**src/common/svbk_regs.svh**
```systemverilog
// Purpose: offsets, field positions and reset values of the bank-one
//          configuration register file
// Assumes: byte-wide registers at their printed offsets
// Notes: definitions only
`ifndef SVBK_REGS_SVH
`define SVBK_REGS_SVH

// ==========================================================
// offsets
`define SVBK_OFF_MON_CTL 8'h10
`define SVBK_OFF_MISC 8'h11
`define SVBK_OFF_TEST 8'h12
`define SVBK_OFF_IEN_UVF 8'h13
`define SVBK_OFF_IEN_UVS 8'h14
`define SVBK_OFF_CH3_CUT 8'h45
`define SVBK_OFF_CH4_UVF 8'h50
`define SVBK_OFF_CH4_OVF 8'h51
`define SVBK_OFF_CH4_UVS 8'h52
`define SVBK_OFF_CH4_OVS 8'h53
`define SVBK_OFF_CH4_DEB 8'h54
`define SVBK_OFF_CH4_CUT 8'h55
`define SVBK_OFF_ESM_TIME 8'h9E
`define SVBK_OFF_SAFETY 8'h9F
`define SVBK_OFF_SUPPLY_TRANSITION_MASK_UP 8'hA1
`define SVBK_OFF_SUPPLY_TRANSITION_MASK_DN 8'hA2
`define SVBK_OFF_TOUT_HI 8'hA5
`define SVBK_OFF_TOUT_LO 8'hA6
`define SVBK_OFF_UP_THLD 8'hA8
`define SVBK_OFF_DN_THLD 8'hA9
`define SVBK_OFF_WATCHDOG_VIOLATION_CONFIG 8'hAA
`define SVBK_OFF_WATCHDOG_CLOSED_WINDOW_TIME 8'hAB
`define SVBK_OFF_WATCHDOG_OPEN_WINDOW_TIME 8'hAC
`define SVBK_OFF_WDT_QA 8'hAD
`define SVBK_OFF_WDT_REPLY 8'hAE
`define SVBK_OFF_PAGE_SEL 8'hF0

// ==========================================================
// field positions
`define SVBK_BIT_FORCE_WDO 4
`define SVBK_BIT_RESET_PROT 3
`define SVBK_BIT_FORCE_IRQ 0
`define SVBK_BIT_PEC_REQ 1
`define SVBK_BIT_PEC_EN 0
`define SVBK_BIT_ST_SHDN 2
`define SVBK_BIT_ST_POR1 1
`define SVBK_BIT_ST_POR0 0
`define SVBK_DLY_HI 6
`define SVBK_DLY_LO 4
`define SVBK_CH_HI 3
`define SVBK_CH_LO 1

// ==========================================================
// reset values
`define SVBK_RST_MON_CTL 8'h20
`define SVBK_RST_OTHER 8'h00

`endif

```
**src/common/svbk_pkg.sv**
```systemverilog
// Purpose: shared types of the bank-one register file
// Assumes: nothing
// Notes: offsets live in svbk_regs.svh
`default_nettype none
package svbk_pkg;
  typedef logic [7:0] svbk_byte_t;
  typedef logic [2:0] svbk_chmask_t;
endpackage
`default_nettype wire

```
**src/hw/svbk_bank1_regs.sv**
```systemverilog
// Purpose: bank-one configuration register file of a voltage supervisor
// Assumes: host bytes arrive as single-cycle write / read strobes,
//          already decoded from the two-wire bus
// Notes: analog and watchdog engines sit outside and read the config
//        outputs; this file stores, forces, gates the masks and raises one-shot events
`timescale 1ns/10ps
`default_nettype none
`include "svbk_regs.svh"

// Operation
// - force-watchdog bit 4 holds the watchdog fault output low while set.
// - force-interrupt bit 0 holds the interrupt output low while set.
// - control bit 3 reads zero; writing one clears the protection registers.
// - watchdog delay field bits 6-4 ignored when watchdog output is latched.
// - misc bit 1 set demands a packet check byte on transactions.
// - misc bit 0 enables packet error checking.
// - self-test bit 2 runs built-in self test on entering shutdown.
// - self-test bits 1 and 0 request power-on test; bit 1 is redundant copy.
// - fast undervoltage enables: bits 3,2,1 for channels 4,3,2.
// - slow undervoltage enables: bits 3,2,1 for channels 4,3,2.
// - control register resets to 20h, reserved bits 7-5 at 1h.
// - per-channel slow cutoff register sets the filter -3 dB point.
// - per-channel debounce register filters fast comparator outputs.
// - power-up auto-mask picks channels suppressed while ramping up.
// - power-down auto-mask picks channels suppressed while ramping down.
// - power-up mask released when voltage crosses power-up threshold.
// - power-down mask released when voltage crosses power-down threshold.
// - two-byte sequence timeout bounds tolerated undervoltage in ramps.
// - watchdog config holds violation count and start-up multiplier.
// - error-signal register holds persistence time before a fault.
module svbk_bank1_regs (
  // clock and reset
  input wire logic mclk_in,
  input wire logic sys_rst_in,
  // register access from the serial bus
  input wire logic wr_en_in,
  input wire logic rd_en_in,
  input wire logic [7:0] addr_in,
  input wire logic [7:0] wdata_in,
  output logic [7:0] rdata_out,
  output logic rvalid_out,
  // fault sources and status from the monitor core
  input wire logic wdog_fault_in,
  input wire logic wdog_latched_in,
  input wire logic irq_req_in,
  input wire logic shutdown_in,
  input wire logic por_done_in,
  input wire logic [2:0] ramp_up_in,
  input wire logic [2:0] ramp_down_in,
  input wire logic [2:0] above_up_thld_in,
  input wire logic [2:0] below_dn_thld_in,
  // pins (active low)
  output logic watchdog_fault_out_n,
  output logic interrupt_out_n,
  // configuration to the monitor core
  output logic [2:0] watchdog_fault_hold_delay,
  output logic packet_check_enable,
  output logic packet_check_required,
  output logic protect_clear_out,
  output logic self_test_start_out,
  output logic [2:0] fast_uv_irq_en_out,
  output logic [2:0] slow_uv_irq_en_out,
  output logic [2:0] supply_transition_mask,
  output logic [15:0] seq_timeout_out,
  output logic [7:0] ch3_cutoff_out,
  output logic [7:0] ch4_cutoff_out,
  output logic [7:0] ch4_debounce_out,
  output logic [7:0] watchdog_violation_config_out,
  output logic [7:0] esm_time_out
);

  // ==========================================================
  // storage
  // a full 256-entry array keeps decode simple; unmapped slots are
  // never written, so they stay zero and synthesis trims them
  svbk_pkg::svbk_byte_t mon_ctl_q, misc_q, test_q, ien_uvf_q, ien_uvs_q;
  svbk_pkg::svbk_byte_t regs_q [0:255];
  svbk_pkg::svbk_byte_t rd_d;
  logic mapped_d;
  logic shdn_q;
  logic por_q;
  logic por_seen_q;

  function automatic logic is_generic(input logic [7:0] a);
    is_generic = (a == `SVBK_OFF_CH3_CUT) ||
                 (a >= `SVBK_OFF_CH4_UVF && a <= `SVBK_OFF_CH4_CUT) ||
                 (a == `SVBK_OFF_ESM_TIME) || (a == `SVBK_OFF_SAFETY) ||
                 (a == `SVBK_OFF_SUPPLY_TRANSITION_MASK_UP) || (a == `SVBK_OFF_SUPPLY_TRANSITION_MASK_DN) ||
                 (a == `SVBK_OFF_TOUT_HI) || (a == `SVBK_OFF_TOUT_LO) ||
                 (a >= `SVBK_OFF_UP_THLD && a <= `SVBK_OFF_WDT_REPLY) ||
                 (a == `SVBK_OFF_PAGE_SEL);
  endfunction

  // ==========================================================
  // dedicated control registers
  always_ff @(posedge mclk_in)
  begin
    if (sys_rst_in)
    begin
      mon_ctl_q <= `SVBK_RST_MON_CTL;
    end
    else if (wr_en_in && addr_in == `SVBK_OFF_MON_CTL)
    begin
      mon_ctl_q <= wdata_in;
      mon_ctl_q[`SVBK_BIT_RESET_PROT] <= 1'b0;
    end
  end

  always_ff @(posedge mclk_in)
  begin
    if (sys_rst_in)
    begin
      misc_q <= `SVBK_RST_OTHER;
      test_q <= `SVBK_RST_OTHER;
      ien_uvf_q <= `SVBK_RST_OTHER;
      ien_uvs_q <= `SVBK_RST_OTHER;
    end
    else if (wr_en_in)
    begin
      // reserved bits keep the written value but drive nothing
      if (addr_in == `SVBK_OFF_MISC)
      begin
        misc_q <= wdata_in;
      end
      else if (addr_in == `SVBK_OFF_TEST)
      begin
        test_q <= wdata_in;
      end
      else if (addr_in == `SVBK_OFF_IEN_UVF)
      begin
        ien_uvf_q <= wdata_in;
      end
      else if (addr_in == `SVBK_OFF_IEN_UVS)
      begin
        ien_uvs_q <= wdata_in;
      end
    end
  end

  // thresholds, filters, sequencing, watchdog and error-monitor bytes
  always_ff @(posedge mclk_in)
  begin
    if (sys_rst_in)
    begin
      for (int i = 0; i < 256; i++)
      begin
        regs_q[i] <= `SVBK_RST_OTHER;
      end
    end
    else if (wr_en_in && is_generic(addr_in))
    begin
      regs_q[addr_in] <= wdata_in;
    end
  end

  // ==========================================================
  // read path; unmapped offsets read zero
  // data is registered so it stands one cycle beside rvalid_out
  always_comb
  begin
    rd_d = 8'h00;
    mapped_d = 1'b1;
    if (addr_in == `SVBK_OFF_MON_CTL)
    begin
      rd_d = mon_ctl_q;
      rd_d[`SVBK_BIT_RESET_PROT] = 1'b0;
    end
    else if (addr_in == `SVBK_OFF_MISC)
    begin
      rd_d = misc_q;
    end
    else if (addr_in == `SVBK_OFF_TEST)
    begin
      rd_d = test_q;
    end
    else if (addr_in == `SVBK_OFF_IEN_UVF)
    begin
      rd_d = ien_uvf_q;
    end
    else if (addr_in == `SVBK_OFF_IEN_UVS)
    begin
      rd_d = ien_uvs_q;
    end
    else if (is_generic(addr_in))
    begin
      rd_d = regs_q[addr_in];
    end
    else
    begin
      mapped_d = 1'b0;
    end
  end

  always_ff @(posedge mclk_in)
  begin
    if (sys_rst_in)
    begin
      rdata_out <= 8'h00;
      rvalid_out <= 1'b0;
    end
    else
    begin
      rdata_out <= (rd_en_in && mapped_d) ? rd_d : 8'h00;
      rvalid_out <= rd_en_in;
    end
  end

  // ==========================================================
  // output pins
  // force bits add to the core request, they never mask a real fault
  always_ff @(posedge mclk_in)
  begin
    if (sys_rst_in)
    begin
      watchdog_fault_out_n <= 1'b1;
      interrupt_out_n <= 1'b1;
    end
    else
    begin
      watchdog_fault_out_n <= ~(wdog_fault_in |
                               mon_ctl_q[`SVBK_BIT_FORCE_WDO]);
      interrupt_out_n <= ~(irq_req_in |
                          mon_ctl_q[`SVBK_BIT_FORCE_IRQ]);
    end
  end

  // ==========================================================
  // one-shot events: protection clear and self-test start
  // edge detectors reset to the idle low level of both inputs,
  // so leaving reset never looks like a rising edge
  always_ff @(posedge mclk_in)
  begin
    if (sys_rst_in)
    begin
      protect_clear_out <= 1'b0;
      self_test_start_out <= 1'b0;
      shdn_q <= 1'b0;
      por_q <= 1'b0;
      por_seen_q <= 1'b0;
    end
    else
    begin
      protect_clear_out <= wr_en_in && addr_in == `SVBK_OFF_MON_CTL &&
                           wdata_in[`SVBK_BIT_RESET_PROT];
      shdn_q <= shutdown_in;
      por_q <= por_done_in;
      // either power-on copy suffices, the second covers a flipped bit
      self_test_start_out <=
        (shutdown_in && !shdn_q && test_q[`SVBK_BIT_ST_SHDN]) ||
        (por_done_in && !por_q && !por_seen_q &&
         (test_q[`SVBK_BIT_ST_POR0] | test_q[`SVBK_BIT_ST_POR1]));
      if (por_done_in)
      begin
        por_seen_q <= 1'b1;
      end
    end
  end

  // ==========================================================
  // configuration outputs
  // outputs trail the stored byte by one cycle; seq_timeout_out joins two
  // separately written registers, so the core can see a torn value there
  always_ff @(posedge mclk_in)
  begin
    if (sys_rst_in)
    begin
      watchdog_fault_hold_delay <= 3'h0;
      packet_check_enable <= 1'b0;
      packet_check_required <= 1'b0;
      fast_uv_irq_en_out <= 3'h0;
      slow_uv_irq_en_out <= 3'h0;
      supply_transition_mask <= 3'h0;
      seq_timeout_out <= 16'h0000;
      ch3_cutoff_out <= 8'h00;
      ch4_cutoff_out <= 8'h00;
      ch4_debounce_out <= 8'h00;
      watchdog_violation_config_out <= 8'h00;
      esm_time_out <= 8'h00;
    end
    else
    begin
      // latched watchdog output has no hold time
      watchdog_fault_hold_delay <= wdog_latched_in ? 3'h0 :
        misc_q[`SVBK_DLY_HI:`SVBK_DLY_LO];
      packet_check_required <= misc_q[`SVBK_BIT_PEC_REQ];
      packet_check_enable <= misc_q[`SVBK_BIT_PEC_EN];
      fast_uv_irq_en_out <= ien_uvf_q[`SVBK_CH_HI:`SVBK_CH_LO];
      slow_uv_irq_en_out <= ien_uvs_q[`SVBK_CH_HI:`SVBK_CH_LO];
      // mask holds while ramping until the release threshold is crossed
      supply_transition_mask <=
        (regs_q[`SVBK_OFF_SUPPLY_TRANSITION_MASK_UP][`SVBK_CH_HI:`SVBK_CH_LO] &
         ramp_up_in & ~above_up_thld_in) |
        (regs_q[`SVBK_OFF_SUPPLY_TRANSITION_MASK_DN][`SVBK_CH_HI:`SVBK_CH_LO] &
         ramp_down_in & ~below_dn_thld_in);
      seq_timeout_out <= {regs_q[`SVBK_OFF_TOUT_HI],
                          regs_q[`SVBK_OFF_TOUT_LO]};
      ch3_cutoff_out <= regs_q[`SVBK_OFF_CH3_CUT];
      ch4_cutoff_out <= regs_q[`SVBK_OFF_CH4_CUT];
      ch4_debounce_out <= regs_q[`SVBK_OFF_CH4_DEB];
      watchdog_violation_config_out <= regs_q[`SVBK_OFF_WATCHDOG_VIOLATION_CONFIG];
      esm_time_out <= regs_q[`SVBK_OFF_ESM_TIME];
    end
  end

endmodule
`default_nettype wire

```
**config.mk**
```make
export PLATFORM = sky130hd
export DESIGN_NAME = svbk_bank1_regs
export DESIGN_NICKNAME = d
export VERILOG_FILES = /design/src/common/svbk_pkg.sv /design/src/hw/svbk_bank1_regs.sv
export VERILOG_INCLUDE_DIRS = /design/src /design/src/common
export SDC_FILE = /design/constraint.sdc
export NUM_CORES = 2
export LEC_CHECK = 0
export BUFFER_PORTS_ARGS = -buffer_cell sky130_fd_sc_hd__buf_4
export CAP_MARGIN = 30
export CORE_UTILIZATION = 40
export CTS_CLUSTER_DIAMETER = 200
export DETAILED_ROUTE_END_ITERATION = 8
export SYNTH_ARGS = -nofsm -noshare
export SYNTH_HDL_FRONTEND = slang
export SYNTH_SLANG_ARGS = --single-unit
```
**constraint.sdc**
```tcl
create_clock -name mclk_in -period 6.6 [get_ports mclk_in]
set_clock_uncertainty 0.2 [all_clocks]
set_input_delay 1.32 -clock mclk_in [delete_from_list [all_inputs] [get_ports mclk_in]]
set_output_delay 1.32 -clock mclk_in [all_outputs]
set_load 0.1 [all_outputs]
```
==> Yosys cells after proc, flatten, opt, wreduce, memory -nomap -nowiden <==
Memory sizes are Yosys's and may differ from the RTL's. A register that Yosys moved wholly into a read port is not among the register bits.
Cells that the tools add are included.
{ "word_totals": {"reg_bits": 69, "ram_bits": 2048, "inputBits": 37, "out_inout_bits": 83, "word_cells": 107, "memories": 1} }
{ "mem_list": {"columns": ["name", "words", "width", "rd", "rd_clocked_by_memory_dff", "write_ports", "line", "text"], "rows": [
  ["regs_q", 256, 8, 10, 7, 256, "svbk_bank1_regs.sv:77", "svbk_pkg::svbk_byte_t regs_q [0:255];"]
]} }
{ "op_classes": {"order_cmp": 4, "n_eq_ne": 13, "n_mux": 20, "bitwise": 16, "n_reduce_logical": 32} }
{ "ops": {"columns": ["cell", "count"], "rows": [
  ["$mux W8", 8],
  ["$eq A8 B8 Y1 const B", 7],
  ["$eq A8 B5 Y1 const B", 5],
  ["$and A3 B3 Y3", 4],
  ["$mux W1", 12],
  ["$logic_and A1 B1 Y1", 11],
  ["$logic_or A1 B1 Y1", 10],
  ["$eq A8 B7 Y1 const B", 1],
  ["$ge A8 B7 Y1 const B", 1],
  ["$ge A8 B8 Y1 const B", 1],
  ["$le A8 B7 Y1 const B", 1],
  ["$le A8 B8 Y1 const B", 1],
  ["$reduce_or A8 Y1", 1],
  ["$not A1 Y1", 6],
  ["$not A3 Y3", 2],
  ["$reduce_and A5 Y1", 1],
  ["$reduce_and A4 Y1", 1],
  ["$reduce_or A2 Y1", 2],
  ["$logic_not A1 Y1", 3],
  ["$or A1 B1 Y1", 3],
  ["$or A3 B3 Y3", 1],
  ["$reduce_and A3 Y1", 1],
  ["$reduce_or A3 Y1", 1],
  ["$reduce_and A2 Y1", 1]
]} }

==> Longest topological paths before layout <==
{ "depth": {"word_depth": 20, "ltp_mapped": 12, "ltp_nobuf": 7} }

==> Worst setup path before layout <==
OpenSTA, ideal clock, no wires.
{ "synth_timing": {"path_type": "input -> register", "start": "in addr_in[1]", "end": "reg rdata_out[4]", "setup_time_ns": 0.127, "t_arrival_ns": 3.631, "required_ns": 6.273, "setup_slack_ns": 2.642, "cell_stages": 10, "n_path_buf": 4, "path_cell_list": "buf_2 -> buf_2 -> clkbuf_1 -> clkbuf_1 -> mux4_2 -> mux4_2 -> a221oi_1 -> o21ai_1 -> nand4_1 -> o21ai_1"} }
{ "synth_via": {"elab_chain_len": 20, "word_cells_on_any_way": 44, "classes_between": "4 x order compare; 13 x eq/ne; 12 x mux; 1 x bitwise; 13 x reduce/logical; 1 x memory"} }
{ "synth_lines": {"columns": ["element", "line", "text"], "rows": [
  ["from (decl)", "svbk_bank1_regs.sv:38", "input wire logic [7:0] addr_in,"],
  ["$ge A8 B7 Y1 (no source line) / $le A8 B7 Y1 (equally long branches)", null, null],
  ["$logic_and A1 B1 Y1 (no source line)", null, null],
  ["$logic_or A1 B1 Y1 (9 in a row)", "svbk_bank1_regs.sv:85", "is_generic = (a == `SVBK_OFF_CH3_CUT) ||"],
  ["$mux W1", "svbk_bank1_regs.sv:184", "else if (is_generic(addr_in))"],
  ["$mux W1", "svbk_bank1_regs.sv:180", "else if (addr_in == `SVBK_OFF_IEN_UVS)"],
  ["$mux W1", "svbk_bank1_regs.sv:176", "else if (addr_in == `SVBK_OFF_IEN_UVF)"],
  ["$mux W1", "svbk_bank1_regs.sv:172", "else if (addr_in == `SVBK_OFF_TEST)"],
  ["$mux W1", "svbk_bank1_regs.sv:168", "else if (addr_in == `SVBK_OFF_MISC)"],
  ["$mux W1", "svbk_bank1_regs.sv:163", "if (addr_in == `SVBK_OFF_MON_CTL)"],
  ["$logic_and A1 B1 Y1", "svbk_bank1_regs.sv:203", "rdata_out <= (rd_en_in && mapped_d) ? rd_d : 8'h00;"],
  ["$not A1 Y1 (no source line)", null, null],
  ["$reduce_or A2 Y1 (no source line)", null, null],
  ["to (signal assigned)", "svbk_bank1_regs.sv:203", null],
  ["to (decl)", "svbk_bank1_regs.sv:40", "output logic [7:0] rdata_out,"]
]} }
Parallel ways exist; a longest one is shown, timed or not.
A chain may end at the register's enable or synchronous reset.

==> Worst setup path in the final report <==
{ "layout_timing": {"start": "in addr_in[0]", "end": "reg rdata_out[2]"} }
Same word-level chain as after synthesis.

==> flow_summary.ini <==
[layout]
nFillCells = 11793
largest_reg_flops = 1328
fin_nets = 4021
multi_input_area_um2 = 17500
mostFrequentLayoutCells = edfxtp_1 (1328), conb_1 (1160), mux4_2 (407)
layout_top_registers = regs_q x1328, seq_timeout_out x16
drive_above_1_share_pct = 20.3
area_delta_synth_final_pct = 19.6
final_common_cell = edfxtp_1
design_area_um2 = 68600
largest_register = regs_q
seq_area_um2 = 42400
final_cells = 5998

[clock_tree]
cts_tree = built
htreeDepth = 4
cts_hold_buf = 0
post_cts_buffers = 0
cts.sinks = 1453
cts_buffer_depth = 3
cts_made_buffers = 153
clk_latency_ps = 770
cts-root-buf = clkbuf_16
clk_pin_slew_ps = 60
cts_resized = 0

[sta]
relSlewSlack_pct = 34.7
drv_slew = 0
hold_viol = 0
fin_setup_tns_ps = 0
layout_setup_ws_ps = 2380
period_needed_ps = 4220
max_freq_mhz = 237
rsz0062_at_grt = false
finalCritPeriodShare_pct = 64.0
setup_violations = 0
worstMarginPinSlew_ps = 979

[worst_setup_path]
cp_num_buf_inv = 2
critical-path-max-stage-delay_ps = 640
cp_slowest_cell = buf_8
r2r_setup_slack_ps = 3750
crit_required_ps = 7050
worstPathCellList = buf_8, buf_12, mux4_2, mux4_2, mux2i_1, nand4_1, o211ai_1, nand4_1, and3b_1
path_class = input pin to flop
critical_path.top_delay_family = multiplexers
cp.arrival_ps = 4670
startpoint_type = input pin
cp-end-kind = flop
crit_fanout = 71

[placement]
dp_slack_ps = 1510
dpl.cell_count = 5716
dpl_cell_area_um2 = 63800
dp_hpwl_um = 66100
gp_congestion = 0.804
place.port_buffers = 119

[floorplanning]
core_area_um2 = 142000
die_x_um = 381
dieArea_um2 = 145000
initial_core_util_pct = 40.4
fp.dieH_um = 381
row_count = 138
ioPinCount = 120

[drt]
detail-route-antenna-nets = 0
wire_per_inst_um = 18.2
wirelength_um = 109000
drcViolationCount = 0
drt_iter0_markers = 2525
firstDrtPassIters = 7
vias_per_cell = 4.46
num_vias = 26772

[power_and_ir_drop]
powerDensity_nw_per_um2 = 301
p_leak_nw = 25.1
peakVddDrop_mv = 0.286

[synthesis]
postSynthCellCount = 2914
postSynth.asyncResetShare_pct = 0
ys_ff_latch = 1453
syn_avg_cell_area_um2 = 19.7
synth_edf_count = 1328
ys_warn_count = 0
yosys.area.top_type = edfxtp_1
ys_seq_area_share_pct = 73.9
synth.area.top_cells = edfxtp_1 (70%), mux4_2 (16%), dfxtp_1 (4.4%)
netlist_area_um2 = 57400
netlist-cell-type-count = 69
synth_ff_type = edfxtp_1
yosysTopAreaCellShare_pct = 69.5

[hold_path]
hold_class = flop to flop

[global_routing]
grt_overflow = 0
grt_pass1_wl_um = 166000
grt_max_degree = 174
antenna_found_initial = 2
grt_pass1_vias = 26942
track_usage_pct = 15.3

[run_status]
status = complete, no violations

[run]
drv_cap = 0
## power by group
part           switching [mW]  internal, mW
sequential              0.176          10.8
combinational           0.891         0.632
clock                    3.43          4.74
## worst register-to-register path: cells and delay by family (launching register included)
family             cells  cell delay [ps]
AOI/OAI and AO/OA      2              690
DFF                    1              470
muxes                  2              970
and+or+nand+nor        2              380
## stage by stage
step                util (%)  hold WS, ps  power (mW)
global route            48.3          272        21.4
global placement        44.9          243        12.6
CTS                     48.3          255        20.9
finish                  48.3          254        20.6
detailed placement      44.9          247        12.7
floorplan                  -          234        12.2
## cell families after synthesis
kind of cell / synth area share, %
buf+inv: 3.21
flops: 73.9
other cells: 0.00654
simple gates: 4.93
mux: 16.5
compound gates: 1.47
## path summary, 6_finish.rpt
| path | start | to | cells after the start |
|---|---|---|---|
| max | addr_in[0] | rdata_out[2]$_SDFF_PP0_ | 9 |
| min | misc_q[4]$_SDFFE_PP0P_ | misc_q[4]$_SDFFE_PP0P_ | 2 |
| min reg2reg | misc_q[4]$_SDFFE_PP0P_ | misc_q[4]$_SDFFE_PP0P_ | 2 |
| max reg2reg | regs_q[84][1]$_SDFFCE_PN0P_ | rdata_out[1]$_SDFF_PP0_ | 6 |
## cell usage after synthesis, types with 7 or more instances
| library cell | count |
|---|---|
| a21oi_1 | 33 |
| a221oi_1 | 8 |
| a22oi_1 | 13 |
| and2_1 | 174 |
| buf_1 | 9 |
| buf_2 | 36 |
| buf_4 | 11 |
| buf_6 | 21 |
| clkbuf_1 | 336 |
| dfxtp_1 | 125 |
| edfxtp_1 | 1328 |
| inv_1 | 7 |
| mux2i_1 | 24 |
| mux4_2 | 407 |
| nand2_1 | 62 |
| nand3_1 | 27 |
| nor2_1 | 52 |
| nor2b_1 | 72 |
| nor3_1 | 13 |
| nor3_2 | 18 |
| o21ai_0 | 8 |
| o22ai_1 | 8 |
| or2_2 | 23 |
## per-layer routing
layer	GRT usage [%]	wire length (um)	vias to the layer above
li1	-	-	12442
met1	21.6	48500	13463
met2	24.0	51400	693
met3	2.94	6490	174
met4	4.80	2550	0
met5	0	0	-
## layout make-up
cell class              count  area share [%]
clock inverters            65           0.688
inverters                   9          0.0566
well taps                1890            3.45
clock buffers             213            6.26
diodes                      1         0.00365
repair buffers            170            2.25
flip-flops and latches   1453            61.8
multi-input cells        2197            25.5
(Power assumes the default switching activity.)
